## src/common/block_move_pkg.sv

```systemverilog
/*
 Shared definitions for the block move and search unit: opcode bytes,
 state codes, operation kinds and carrier structs.
 Assumes a byte-wide memory port with a request/ready handshake that may take several cycles.
*/
package block_move_pkg;
	localparam logic [7:0] PREFIX_EXT = 8'hed;
	localparam logic [7:0] OP_COPY_STEP_UP = 8'ha0;
	localparam logic [7:0] OP_COPY_REPEAT_UP = 8'hb0;
	localparam logic [7:0] OP_COPY_STEP_DOWN = 8'ha8;
	localparam logic [7:0] OP_COPY_REPEAT_DOWN = 8'hb8;
	localparam logic [7:0] OP_COMPARE_STEP_UP = 8'ha1;
	localparam logic [7:0] OP_COMPARE_REPEAT_UP = 8'hb1;
	localparam logic [7:0] OP_COMPARE_STEP_DOWN = 8'ha9;
	localparam logic [7:0] OP_COMPARE_REPEAT_DOWN = 8'hb9;
	localparam logic [15:0] PAIR_ONE = 16'h0001;
	localparam logic [15:0] PAIR_ZERO = 16'h0000;

	typedef enum logic [2:0]
	{
		ST_IDLE = 3'b000,
		ST_READ = 3'b001,
		ST_WRITE = 3'b010,
		ST_UPDATE = 3'b011,
		ST_DONE = 3'b100
	} state_t;

	// Decoded operation
	typedef struct packed
	{
		logic isCompare;
		logic goDown;
		logic repeatOp;
	} op_t;

	// Register pair set loaded by software
	typedef struct packed
	{
		logic [15:0] sourcePointerPair;
		logic [15:0] targetPointerPair;
		logic [15:0] byteCountPair;
	} pairs_t;

	// Memory request toward the processor bus
	typedef struct packed
	{
		logic req;
		logic write;
		logic [15:0] addr;
		logic [7:0] wdata;
	} mem_req_t;
endpackage

```

## src/design/block_move_search_unit.sv

```systemverilog
/*
 Block copy and block search execution unit with its opcode decoder.
 Assumes memory answers each request with memReady in some later or the
 same cycle; pairs and accumulator are loaded before start.
*/
// Behaviour
// - Copies read at the source pair, write at the target pair, count in the count pair.
// - A copy step reads one source byte and writes it to the target.
// - Each copy step bumps both pointers and decrements the count.
// - The repeating copy runs until the count reaches zero.
// - Pointers and count are full 16-bit values with no overlap limits.
// - Downward copies decrement both pointers instead.
// - A compare step compares the accumulator to the source byte, flags it, bumps source, decrements count.
// - The repeating compare stops on a match or a zero count.
// - Downward compares decrement the source pointer, count still decrements.
// - Prefix then A1 is compare step up, prefix then B1 compare repeat up.
// - Prefix then A9 is compare step down, prefix then B9 compare repeat down.
`timescale 1ns/1ps
module block_move_search_unit
	import block_move_pkg::*;
(
	input wire logic core_clk,
	input wire logic rst_b,
	input wire logic start,
	input wire logic [7:0] prefixByte,
	input wire logic [7:0] opcodeByte,
	input wire pairs_t pairsIn,
	input wire logic [7:0] accumulator,
	output mem_req_t memReq,
	input wire logic memReady,
	input wire logic [7:0] memRdata,
	output pairs_t pairsOut,
	output logic busy,
	output logic done,
	output logic illegalOp,
	output logic matchFlag,
	output logic countNonZero
);

	////////////////////////////////////////////////////////////////////
	// Decoder

	op_t decOp;
	logic decValid;

	// Opcode table lookup
	always_comb
	begin
		decOp = '0;
		decValid = 1'b0;
		if (prefixByte == PREFIX_EXT)
		begin
			case (opcodeByte)
				OP_COPY_STEP_UP: begin decOp = 3'b000; decValid = 1'b1; end
				OP_COPY_REPEAT_UP: begin decOp = 3'b001; decValid = 1'b1; end
				OP_COPY_STEP_DOWN: begin decOp = 3'b010; decValid = 1'b1; end
				OP_COPY_REPEAT_DOWN: begin decOp = 3'b011; decValid = 1'b1; end
				OP_COMPARE_STEP_UP: begin decOp = 3'b100; decValid = 1'b1; end
				OP_COMPARE_REPEAT_UP: begin decOp = 3'b101; decValid = 1'b1; end
				OP_COMPARE_STEP_DOWN: begin decOp = 3'b110; decValid = 1'b1; end
				OP_COMPARE_REPEAT_DOWN: begin decOp = 3'b111; decValid = 1'b1; end
				default: decValid = 1'b0;
			endcase
		end
	end

	////////////////////////////////////////////////////////////////////
	// Control

	state_t state_r;
	op_t op_r;
	pairs_t pairs_r;
	logic [7:0] accum_r;
	logic [7:0] data_r;
	logic match_r;
	logic illegal_r;
	logic [15:0] countAfter;
	logic finishNow;

	assign countAfter = pairs_r.byteCountPair - PAIR_ONE;
	assign finishNow = !op_r.repeatOp || countAfter == PAIR_ZERO ||
		(op_r.isCompare && data_r == accum_r);

	// State sequencing
	always_ff @(posedge core_clk or negedge rst_b)
	begin
		if (!rst_b)
			state_r <= ST_IDLE;
		else
		begin
			case (state_r)
				ST_IDLE:
					if (start && decValid)
						state_r <= ST_READ;
				ST_READ:
					if (memReady)
						state_r <= op_r.isCompare ? ST_UPDATE : ST_WRITE;
				ST_WRITE:
					if (memReady)
						state_r <= ST_UPDATE;
				ST_UPDATE:
					state_r <= finishNow ? ST_DONE : ST_READ;
				ST_DONE:
					state_r <= ST_IDLE;
				default:
					state_r <= ST_IDLE;
			endcase
		end
	end

	// Operation and accumulator capture
	always_ff @(posedge core_clk or negedge rst_b)
	begin
		if (!rst_b)
		begin
			op_r <= '0;
			accum_r <= 8'h00;
		end
		else if (state_r == ST_IDLE && start && decValid)
		begin
			op_r <= decOp;
			accum_r <= accumulator;
		end
	end

	// Illegal opcode report, one pulse
	always_ff @(posedge core_clk or negedge rst_b)
	begin
		if (!rst_b)
			illegal_r <= 1'b0;
		else
			illegal_r <= state_r == ST_IDLE && start && !decValid;
	end

	// Read data capture
	always_ff @(posedge core_clk or negedge rst_b)
	begin
		if (!rst_b)
			data_r <= 8'h00;
		else if (state_r == ST_READ && memReady)
			data_r <= memRdata;
	end

	always_ff @(posedge core_clk or negedge rst_b)
	begin
		if (!rst_b)
			match_r <= 1'b0;
		else if (state_r == ST_UPDATE && op_r.isCompare)
			match_r <= data_r == accum_r;
	end

	// Pointer and counter update, full 16-bit wrap
	always_ff @(posedge core_clk or negedge rst_b)
	begin
		if (!rst_b)
			pairs_r <= '0;
		else if (state_r == ST_IDLE && start && decValid)
			pairs_r <= pairsIn;
		else if (state_r == ST_UPDATE)
		begin
			pairs_r.sourcePointerPair <= op_r.goDown ?
				pairs_r.sourcePointerPair - PAIR_ONE :
				pairs_r.sourcePointerPair + PAIR_ONE;
			if (!op_r.isCompare)
				pairs_r.targetPointerPair <= op_r.goDown ?
					pairs_r.targetPointerPair - PAIR_ONE :
					pairs_r.targetPointerPair + PAIR_ONE;
			pairs_r.byteCountPair <= countAfter;
		end
	end

	////////////////////////////////////////////////////////////////////
	// Memory requests

	// read at source, write at target
	always_comb
	begin
		memReq = '0;
		if (state_r == ST_READ)
		begin
			memReq.req = 1'b1;
			memReq.addr = pairs_r.sourcePointerPair;
		end
		else if (state_r == ST_WRITE)
		begin
			memReq.req = 1'b1;
			memReq.write = 1'b1;
			memReq.addr = pairs_r.targetPointerPair;
			memReq.wdata = data_r;
		end
	end

	assign pairsOut = pairs_r;
	assign busy = state_r != ST_IDLE;
	assign done = state_r == ST_DONE;
	assign illegalOp = illegal_r;
	assign matchFlag = match_r;
	assign countNonZero = pairs_r.byteCountPair != PAIR_ZERO;
endmodule // block_move_search_unit

```

## config.mk

```make
export PLATFORM = sky130hd
export DESIGN_NAME = block_move_search_unit
export DESIGN_NICKNAME = d
export VERILOG_FILES = /design/src/common/block_move_pkg.sv /design/src/design/block_move_search_unit.sv
export SDC_FILE = /design/constraint.sdc
export NUM_CORES = 1
export LEC_CHECK = 0
export BUFFER_PORTS_ARGS = -buffer_cell sky130_fd_sc_hd__buf_2
export CAP_MARGIN = 30
export CELL_PAD_IN_SITES_DETAIL_PLACEMENT = 0
export CELL_PAD_IN_SITES_GLOBAL_PLACEMENT = 1
export CORE_MARGIN = 4
export CORE_UTILIZATION = 42
export CTS_BUF_LIST = sky130_fd_sc_hd__clkbuf_2 sky130_fd_sc_hd__clkbuf_4 sky130_fd_sc_hd__clkbuf_8
export CTS_CLUSTER_SIZE = 14
export DETAILED_ROUTE_END_ITERATION = 10
export PLACE_DENSITY = 0.95
export SYNTH_ARGS = -nofsm -noshare
export SYNTH_HDL_FRONTEND = slang
export SYNTH_SLANG_ARGS = --single-unit
```

## constraint.sdc

```tcl
create_clock -name core_clk -period 8.64 [get_ports core_clk]
set_input_delay 1.728 -clock core_clk [delete_from_list [all_inputs] [get_ports core_clk]]
set_output_delay 1.728 -clock core_clk [all_outputs]
set_load 0.02 [all_outputs]
```

# Word level (Yosys, flattened, before mapping)
# Index checks and enable logic that the tools add are counted.
totals:
  out_inout_bits: 79
  regBits: 72
  in_bits: 84
  elab_cells: 73
classes:
  mux: 20
  eq_ne: 18
  addsub: 5
  n_reduce_logical: 19
op_table:
  columns: ["operator", "n"]
  rows:
  - ["$mux W48", 2]
  - ["$eq A8 B8 Y1 const B", 9]
  - ["$mux W16", 4]
  - ["$sub A16 B1 Y16 const B", 3]
  - ["$add A16 B1 Y16 const B", 2]
  - ["$mux W26", 1]
  - ["$pmux W3 S7", 1]
  - ["$logic_not A16 Y1", 1]
  - ["$reduce_bool A16 Y1", 1]
  - ["$mux W3", 5]
  - ["$pmux W3 S4", 1]
  - ["$eq A8 B8 Y1", 1]
  - ["$mux W8", 1]
  - ["$reduce_or A8 Y1", 1]
  - ["$logic_and A1 B1 Y1", 7]
  - ["$eq A3 B2 Y1 const B", 2]
  - ["$ne A2 B2 Y1 const B", 3]
  - ["$mux W1", 5]
  - ["$eq A3 B1 Y1 const B", 1]
  - ["$eq A3 B3 Y1 const B", 1]
  - ["$logic_not A3 Y1", 1]
  - ["$reduce_and A3 Y1", 1]
  - ["$reduce_bool A3 Y1", 1]
  - ["$logic_not A1 Y1", 2]
  - ["other kinds (4)", 5]

# Logic depth before layout (Yosys ltp)
# Gate-level depths: netlist of run 1.
logic_depth:
  depth_word: 7
  mapped_depth: 11
  ltp_nobuf: 11

# Least setup slack after synthesis of run 1
# OpenSTA, ideal clock, no wires.
synth_path:
  path_type: "reg2out"
  startpoint: "register pairs_r, in the netlist pairsOut[1]"
  endpoint: "output port countNonZero"
  path_stages_with_launch: 6
  t_arrival_ps: 2014
  path_slack_ps: 4898
  required_time_ps: 6912
  path_buffers: 0
  cell_sequence: "dfrtp_1 inv_1 ha_1 nor4b_2 nand3_1 or4_1"
synth_between:
  elab_chain_len: 1
synth_lines:
  columns: ["element", "line_no", "text"]
  rows:
  - ["start, declared", "block_move_search_unit.sv:72", "pairs_t pairs_r;"]
  - ["start signal, assigned", "block_move_search_unit.sv:158", "pairs_r <= pairsIn;"]
  - ["$reduce_bool A16 Y1", "block_move_search_unit.sv:198", "assign countNonZero = pairs_r.byteCountPair != PAIR_ZERO;"]
  - ["end, declared", "block_move_search_unit.sv:37", "output logic countNonZero"]
# Every way passes these cells.

# Worst setup path in the final report of run 1
layout_path:
  startpoint: "register pairs_r, in the netlist pairsOut[0]"
  endpoint: "output port countNonZero"
# The elaborated chain is that of the path after synthesis.

==> results of run 1 <==
cell families after synthesis:
group / Yosys count
and+or+nand+nor: 214
AOI/OAI and AO/OA: 168
DFF: 72
buffers and inverters: 40
xor gates and xnor gates: 38
adders and majority gates: 32
muxes: 11
sequential cells by signal, summed over array words and instances, names as in the netlist:
signal	count
accum_r	8
data_r	8
illegalOp	1
matchFlag	1
op_r	3
pairsOut	48
state_r	3
routing by layer:
layer	routed length, um	track usage, %	vias to the layer above
met4	416	8.257	0
met1	6575	28.95	2338
li1	-	-	2395
met5	0	0	-
met3	875	3.805	36
met2	7279	34.93	182
path summary, 6_finish.rpt:
| kind | start | to | cells after the start | slack [ns] |
|---|---|---|---|---|
| setup / recovery | pairsOut[0] | countNonZero | 6 | 4.34 |
| setup reg to reg | op_r[1] | pairsOut[46] | 12 | 5.62 |
| hold / removal | op_r[0] | state_r[2] | 1 | 0.49 |
| hold reg to reg | op_r[0] | state_r[2] | 1 | 0.49 |
| max in group asynchronous | rst_b | pairsOut[38] | 2 | 6.94 |
| min in group asynchronous | rst_b | pairsOut[47] | 1 | 1.16 |
critical path, cell delays in order, from the launching register on:
cell and delay (ns):
dfrtp_1 0.44, inv_1 0.08, ha_1 0.20, nor4b_2 0.45, nand3_1 0.34, or4_1 0.54, buf_2 0.17
metrics by stage:
step                      instances  util (%)  power (uW)  worst slack (ns)
after floorplan                 575         -        1158             4.898
after global placement          862     51.69        1416             4.717
after detailed placement        862     51.69        1444             4.635
after CTS                       878     53.61        1751             4.357
after global routing            879     53.85        1863             4.175
final                           879     53.85        1743             4.344
cell type report:
type,count,area [um^2]
tap,143,178.9
inverter,15,56.30
clock inverter,6,82.58
timing repair buffer,170,893.4
clock buffer,10,137.6
fill,1065,5315
sequential,72,1802
multi-input combinational,463,3050
power breakdown:
group          switching [uW]  internal, uW  leakage [uW]
combinational             537           391       0.00181
clock                     134           169      0.000112
sequential               98.8           413      0.000791
total                     769           973       0.00272
cell usage after synthesis, types with 10 or more instances:
master and instances:
nand2_1 76, a21o_1 10, a21oi_1 47, clkbuf_1 18, nor3_1 18, a22o_1 16
dfrtp_1 72, o21ai_0 35, and2_1 10, xnor2_1 30, nand3_1 15, inv_1 15
o21ai_1 15, nor2_1 36, ha_1 30
==> flow_metrics.tcl, run 1 <==
set metrics [dict create \
    die_width_um 117.1 \
    die-height_um 117.1 \
    port_buffers 162 \
    cts-htree-levels 3 \
    syn_to_final_growth_pct 24.15 \
    nNetsFinal 847 \
    synth-seq-cells 72 \
    synthMuxAreaShare_pct 2.430 \
    final_hold_viol_count 0 \
    final_cell_mix "buf_2 (161), nand2_1 (76), dfrtp_1 (72)" \
    synth-edff-count 0 \
    setup_viol 0 \
    dieArea_um2 13700 \
    cts-hold-fix-buffers 0 \
    grt_pass1_vias 4736 \
    crit_type "reg2out" \
    grt.total_usage_pct 21.60 \
    hold_class "reg2reg" \
    synth-compound-area-share_pct 22.07 \
    async_reset_ff_share_pct 100.0 \
    grt_max_degree 76 \
    synth_xor_xnor_area_share_pct 6.663 \
    grt_setup_unrepaired "false" \
    grt_first_pass_wirelength_um 23300 \
    vias 4951 \
    required_ns 6.91 \
    num_io_pins 163 \
    drv_cap 0 \
    syn_avg_cell_area_um2 8.687 \
    setup-tns-final_ns 0 \
    synth_nets 691 \
    dp_hpwl_um 11330 \
    arrival_ns 2.57 \
    path_max_fanout 7 \
    clockBufferDepth 2 \
    period_share_pct 49.72 \
    synth_cells 575 \
    ys_top_cells_by_area "dfrtp_1 (36%), ha_1 (7.5%), nand2_1 (5.7%)" \
    yosysSeqAreaShare_pct 36.07 \
    irDropWorstVdd_v 0.0002079 \
    slew_violations 0 \
    p_leak_uw 0.002717 \
    fin_crit_ns 4.296 \
    yosys.area_share.adder_pct 8.317 \
    clock_latency_ns 0.35 \
    ys_types 64 \
    cts.sinks 72 \
    firstDrtPassIters 5 \
    max_freq_ghz 0.2328 \
    power_density_nw_per_um2 281.0 \
    synth_top_family_by_area "compound AO/OA/AOI/OAI gates" \
    cp-end-kind "output pin" \
    drt_iter0_drc 275 \
    final_common_cell "buf_2" \
    worstMarginPinSlew_ns 0.8391 \
    initial_core_util_pct 43.37 \
    cts_buffers 9 \
    yosys.area.top_type "dfrtp_1" \
    routabilityCongestion 0.8559 \
    stdcell_area_um2 6201 \
    timing.slew.headroom_pct 43.92 \
    viasPerCell 5.633 \
    post_dp_cell_area_um2 5953 \
    clk_pin_slew_ns 0.08 \
    grt-ovfl-total 0 \
    wirelength_um 15150 \
    synth-simple-area-share_pct 21.37 \
    netlist_area_um2 4995 \
    coreArea_um2 11520 \
    synth_flop_cell "dfrtp_1" \
    antenna_found_initial 0 \
    drc_errors 0 \
    drtAntennaViolNets 0 \
    yosys_warnings 0 \
    cts_setup_buffers 0 \
    synth_top_area_share_pct 36.07 \
    cp-start-kind "register" \
    cts_tree "yes" \
    clk_root_buffer_cell "clkbuf_8" \
    finClkSkew_ns 0.009559 \
    wl_per_cell_um 17.23 \
    layout-drive-gt1-share_pct 27.72 \
    hold_slack_ns 0.4927 \
    ctsResizeCount 0 \
    row_count 39 \
    antenna_cells 0 \
    status "completed" \
]
No activity file was read; power rests on OpenSTA's default activity.
==> run 2, diff against run 1 <==
--- a/config.mk
+++ b/config.mk
@@ -5,16 +5,17 @@
 export SDC_FILE = /design/constraint.sdc
 export NUM_CORES = 1
 export LEC_CHECK = 0
+export ABC_AREA = 1
 export BUFFER_PORTS_ARGS = -buffer_cell sky130_fd_sc_hd__buf_2
 export CAP_MARGIN = 30
 export CELL_PAD_IN_SITES_DETAIL_PLACEMENT = 0
 export CELL_PAD_IN_SITES_GLOBAL_PLACEMENT = 1
 export CORE_MARGIN = 4
-export CORE_UTILIZATION = 42
+export CORE_UTILIZATION = 38
 export CTS_BUF_LIST = sky130_fd_sc_hd__clkbuf_2 sky130_fd_sc_hd__clkbuf_4 sky130_fd_sc_hd__clkbuf_8
 export CTS_CLUSTER_SIZE = 14
 export DETAILED_ROUTE_END_ITERATION = 10
-export PLACE_DENSITY = 0.95
+export PLACE_DENSITY = 0.9
 export SYNTH_ARGS = -nofsm -noshare
 export SYNTH_HDL_FRONTEND = slang
 export SYNTH_SLANG_ARGS = --single-unit
==> constraint.sdc (replaced) <==
create_clock -name core_clk -period 4.3 [get_ports core_clk]
set_input_delay 0.86 -clock core_clk [delete_from_list [all_inputs] [get_ports core_clk]]
set_output_delay 0.86 -clock core_clk [all_outputs]
set_load 0.02 [all_outputs]
==> flow_metrics.tcl, run 2 <==
set metrics [dict create \
    synth-seq-cells 72 \
    finClkSkew_ns 0.009793 \
    coreArea_um2 13880 \
    ys_top_cells_by_area "dfrtp_1 (34%), nand2_1 (13%), ha_1 (7.0%)" \
    cts-htree-levels 3 \
    clock_latency_ns 0.37 \
    port_buffers 162 \
    ctsResizeCount 0 \
    synth_flop_cell "dfrtp_1" \
    synth_cells 742 \
    drt_iter0_drc 366 \
    synth-edff-count 0 \
    irDropWorstVdd_v 0.0003517 \
    antenna_found_initial 1 \
    required_ns 3.44 \
    layout-drive-gt1-share_pct 23.07 \
    ff2ff_path_depth 12 \
    setup-tns-final_ns 0 \
    yosysSeqAreaShare_pct 33.50 \
    switching_power_uw 2583 \
    period_share_pct 73.91 \
    synth_top_area_share_pct 33.50 \
    syn_avg_cell_area_um2 7.248 \
    cts_setup_buffers 0 \
    p_leak_uw 0.003513 \
    max_freq_ghz 0.3147 \
    cts_buffers 9 \
    cts_tree "yes" \
    grt_first_pass_wirelength_um 27520 \
    grt_max_degree 73 \
    wirelength_um 17150 \
    fin_crit_ns 3.178 \
    synth_nets 858 \
    die_width_um 127.0 \
    grt-ovfl-total 0 \
    viasPerCell 5.171 \
    cts-hold-fix-buffers 0 \
    firstDrtPassIters 5 \
    synth_most_common_cell "nand2_1" \
    netSwitchingFraction_pct 52.73 \
    post_dp_cell_area_um2 6350 \
    r2r_setup_slack_ns 1.59 \
    power.internal_uw 2315 \
    yosys_warnings 0 \
    syn_to_final_growth_pct 22.17 \
    cp-end-kind "output pin" \
    sequentialPowerShare_pct 25.5 \
    grt_setup_unrepaired "false" \
    vias 5621 \
    clockBufferDepth 2 \
    rr_startpoint "op_r[1]" \
    ys_types 52 \
    largest_reg_flops 48 \
    status "completed" \
    dp_hpwl_um 13020 \
    drv_cap 0 \
    drc_errors 0 \
    routabilityCongestion 0.8680 \
    clockPowerShare_pct 11.3 \
    stdcell_area_um2 6570 \
    final_hold_viol_count 0 \
    final_common_cell "nand2_1" \
    setup_viol 0 \
    power_density_nw_per_um2 745.4 \
    yosys.area.top_type "dfrtp_1" \
    timing.slew.headroom_pct 51.52 \
    die-height_um 127.0 \
    final_core_util_pct 47.33 \
    comb_power_share_pct 63.2 \
    path_max_fanout 19 \
    clk_pin_slew_ns 0.09 \
    initial_core_util_pct 38.74 \
    netlist_area_um2 5378 \
    final_cell_mix "nand2_1 (180), buf_2 (161), inv_1 (94)" \
    async_reset_ff_share_pct 100.0 \
    dieArea_um2 16120 \
    drtAntennaViolNets 0 \
    r2r-end "pairsOut[46]" \
    grt_pass1_vias 5373 \
    slew_violations 0 \
    row_count 43 \
    arrival_ns 2.32 \
    clk_root_buffer_cell "clkbuf_8" \
    wl_per_cell_um 15.78 \
    num_io_pins 163 \
    synth_commonest_cells "nand2_1 (180), inv_1 (94), dfrtp_1 (72), nor2_1 (72), a21oi_1 (45)" \
    crit_type "reg2out" \
    grt.total_usage_pct 21.47 \
    hold_class "in2async" \
    worstMarginPinSlew_ns 0.7272 \
    nNetsFinal 1018 \
    cp-start-kind "register" \
    cts.sinks 72 \
]
==> run 2: power groups by stage <==
stage / sequential [uW] / combinational (uW) / clock (uW)
after floorplan: 1420 / 2010 / 0
after global placement: 1260 / 3050 / 0
after detailed placement: 1260 / 3080 / 0
after CTS: 1240 / 3090 / 570
after global routing: 1290 / 3480 / 594
final: 1250 / 3100 / 551
==> run 2: layer usage <==
layer  global-route usage (%)  vias up  share of wire (%)
met5                        0        -                  0
met4                    9.211        0                2.7
met3                    2.737       25                5.9
met2                    35.06      190                 46
met1                    28.64     2592                 45
li1                         -     2814                  -
==> run 2: layout make-up <==
| class | count | area, um^2 |
|---|---|---|
| inverters | 100 | 376.6 |
| clock buffers | 10 | 131.4 |
| repair buffers | 167 | 870.8 |
| diodes | 1 | 2.502 |
| multi-input cells | 552 | 3103 |
| fillers | 1467 | 7311 |
| flip-flops and latches | 72 | 1802 |
| well taps | 180 | 225.2 |
| clock inverters | 5 | 58.81 |
==> run 2: critical path: stages (launching register included) <==
cell and delay, ns:
dfrtp_1 0.44, nor3_2 0.58, inv_2 0.38, o22ai_1 0.31, buf_2 0.22
==> run 2: worst max path at each step <==
stage                    to  slack (ns)  cells after the start           from
2_1_floorplan    memReq[14]        1.69                      4     state_r[2]
3_3_place_gp   pairsOut[31]        1.33                     10  opcodeByte[6]
3_5_place_dp   pairsOut[31]        1.25                     10  opcodeByte[6]
4_1_cts           memReq[9]        1.17                      4     state_r[2]
5_1_grt           memReq[9]        1.06                      4     state_r[2]
6_report          memReq[9]        1.12                      4     state_r[2]
==> run 2: cells by family after synthesis <==
| logic type | count (synthesis) | synth area share (%) |
|---|---|---|
| AO/OA/AOI/OAI | 165 | 19.29 |
| XOR/XNOR | 23 | 3.746 |
| adder cells (fa/ha/maj) | 32 | 7.725 |
| buffers and inverters | 118 | 8.795 |
| flip-flops | 72 | 33.50 |
| AND/OR/NAND/NOR | 332 | 26.94 |
==> run 2: stage by stage <==
| step | hold WS [ns] | std cells | total power (uW) | setup WS (ns) |
|---|---|---|---|---|
| after floorplan | 0.4683 | 742 | 3436 | 1.688 |
| after global placement | 0.4811 | 1070 | 4312 | 1.326 |
| after detailed placement | 0.4845 | 1070 | 4335 | 1.255 |
| after CTS | 0.5063 | 1085 | 4909 | 1.171 |
| after global routing | 0.3373 | 1087 | 5366 | 1.058 |
| final | 0.3393 | 1087 | 4898 | 1.122 |
==> run 3, diff against run 2 <==
--- a/config.mk
+++ b/config.mk
@@ -5,17 +5,17 @@
 export SDC_FILE = /design/constraint.sdc
 export NUM_CORES = 1
 export LEC_CHECK = 0
-export ABC_AREA = 1
+export ABC_AREA = 0
 export BUFFER_PORTS_ARGS = -buffer_cell sky130_fd_sc_hd__buf_2
 export CAP_MARGIN = 30
 export CELL_PAD_IN_SITES_DETAIL_PLACEMENT = 0
 export CELL_PAD_IN_SITES_GLOBAL_PLACEMENT = 1
 export CORE_MARGIN = 4
-export CORE_UTILIZATION = 38
+export CORE_UTILIZATION = 35
 export CTS_BUF_LIST = sky130_fd_sc_hd__clkbuf_2 sky130_fd_sc_hd__clkbuf_4 sky130_fd_sc_hd__clkbuf_8
 export CTS_CLUSTER_SIZE = 14
 export DETAILED_ROUTE_END_ITERATION = 10
-export PLACE_DENSITY = 0.9
+export PLACE_DENSITY = 0.86
 export SYNTH_ARGS = -nofsm -noshare
 export SYNTH_HDL_FRONTEND = slang
 export SYNTH_SLANG_ARGS = --single-unit
==> constraint.sdc (replaced) <==
create_clock -name core_clk -period 2.9 [get_ports core_clk]
set_input_delay 0.58 -clock core_clk [delete_from_list [all_inputs] [get_ports core_clk]]
set_output_delay 0.58 -clock core_clk [all_outputs]
set_load 0.02 [all_outputs]
==> flow_metrics.tcl, run 3 (synthesized netlist as in run 1, its figures left out) <==
set metrics [dict create \
    cts_buffers 9 \
    setup_viol 0 \
    die-height_um 127.5 \
    wl_per_cell_um 17.27 \
    final_hold_viol_count 0 \
    arrival_ns 2.21 \
    wirelength_um 16040 \
    die_width_um 127.5 \
    syn_to_final_growth_pct 28.86 \
    r2r_setup_slack_ns 0.13 \
    cts-htree-levels 3 \
    max_freq_ghz 0.3580 \
    antenna_cells 0 \
    dp.cells 911 \
    nNetsFinal 860 \
    crit_type "reg2out" \
    dp_hpwl_um 12140 \
    status "completed" \
    finClkSkew_ns 0.007839 \
    finalPower_uw 5470 \
    period_share_pct 96.33 \
    grt_first_pass_wirelength_um 25670 \
    grt-ovfl-total 0 \
    top_layer "met4" \
    dr_wl_met3_um 955 \
    hold_class "in2async" \
    multi_input_area_um2 3088 \
    p_leak_uw 0.002811 \
    final_cell_mix "buf_2 (161), nand2_1 (76), dfrtp_1 (71)" \
    layout-drive-gt1-share_pct 30.04 \
    drt_iter0_drc 340 \
    worstSetupStartpoint "pairsOut[10]" \
    grt_pass1_vias 4765 \
    rr_startpoint "op_r[1]" \
    slew_violations 0 \
    crit_path_end "countNonZero" \
    wl_met2_um 7390 \
    drv_cap 0 \
    routabilityCongestion 0.8958 \
    regArea_um2 1803 \
    cts-hold-fix-buffers 0 \
    power_density_nw_per_um2 849.9 \
    firstDrtPassIters 4 \
    coreArea_um2 13930 \
    ff2ff_path_depth 10 \
    r2r-end "pairsOut[46]" \
    clockBufferDepth 2 \
    antenna_found_initial 0 \
    num-fill-cells 1416 \
    cts_tree "yes" \
    post_dp_cell_area_um2 6118 \
    required_ns 2.32 \
    path_max_fanout 7 \
    worstMarginPinSlew_ns 0.7556 \
    stdcell_area_um2 6436 \
    drtAntennaViolNets 0 \
    final_common_cell "buf_2" \
    num_io_pins 163 \
    viasPerCell 5.278 \
    grt.total_usage_pct 20.02 \
    largest_reg_flops 48 \
    port_buffers 162 \
    vias 4903 \
    row_count 43 \
    irDropWorstVdd_v 0.0005428 \
    grt_max_degree 54 \
    clock_latency_ns 0.38 \
    cp-start-kind "register" \
    cp-end-kind "output pin" \
    drc_errors 0 \
    wl_met1_um 7347 \
    fin_crit_ns 2.794 \
    timing.slew.headroom_pct 49.50 \
    dieArea_um2 16250 \
    cts.sinks 72 \
    fin_cells 929 \
    clk_pin_slew_ns 0.08 \
    initial_core_util_pct 35.84 \
    clk_root_buffer_cell "clkbuf_8" \
]
[run 3: changes by cell type in the layout (fill, tap and decap cells not counted), moves of 14 or more]
cell,previous run,this run
nand3_1,36,15
nor2_1,72,35
buf_4,5,20
o22ai_1,16,2
inv_1,94,15
nand2_1,180,76
xnor2_1,10,30
[run 3: area by class of cell]
class	count	area share, %
Clock buffer	10	2.138
Clock inverter	6	2.022
Inverter	15	0.8748
Multi-Input combinational cell	463	47.98
Sequential cell	72	28.01
Tap cell	180	3.499
Timing Repair Buffer	183	15.47
[run 3: repair_timing]
item	in CTS	in global routing
gates resized for setup	0	7
setup buffers	0	2
endpoints found under the setup margin	0	4
[run 3: report_power, final]
| group | leakage, uW | internal, uW | switching, uW |
|---|---|---|---|
| clock network | 0.000136 | 679 | 418 |
| logic | 0.00188 | 1180 | 1650 |
| registers | 0.000791 | 1230 | 307 |
[run 3: per-layer routing]
layer,vias up,GRT usage [%]
li1,2417,-
met1,2305,28.16
met2,154,31.25
met3,27,3.386
met4,0,6.751
met5,-,0
[run 3: how the worst min path moves through the flow]
stage                    to  slack (ns)        from
2_1_floorplan    accum_r[0]        0.28       rst_b
3_3_place_gp     state_r[2]        0.48     op_r[0]
3_5_place_dp     accum_r[5]        0.49  accum_r[5]
4_1_cts        pairsOut[34]        0.23       rst_b
5_1_grt         pairsOut[7]        0.26       rst_b
6_report        pairsOut[7]        0.21       rst_b
[run 3: metrics by stage]
stage / setup TNS [ns] / worst slack, ns / util (%) / hold slack [ns]
6_report: 0 / 0.1063 / 46.19 / 0.2138
5_1_grt: -0.0008151 / -0.0008151 / 46.19 / 0.2632
4_1_cts: 0 / 0.04074 / 45.83 / 0.2287
3_5_place_dp: 0 / 0.1273 / 43.91 / 0.4877
3_3_place_gp: 0 / 0.2234 / 43.91 / 0.4796
2_1_floorplan: 0 / 0.1633 / - / 0.2844
[run 3: critical path: stages (launching register included)]
cell	delay, ns
dfrtp_1	0.47
or3_1	0.44
or2_2	0.33
or4_1	0.42
buf_2	0.18
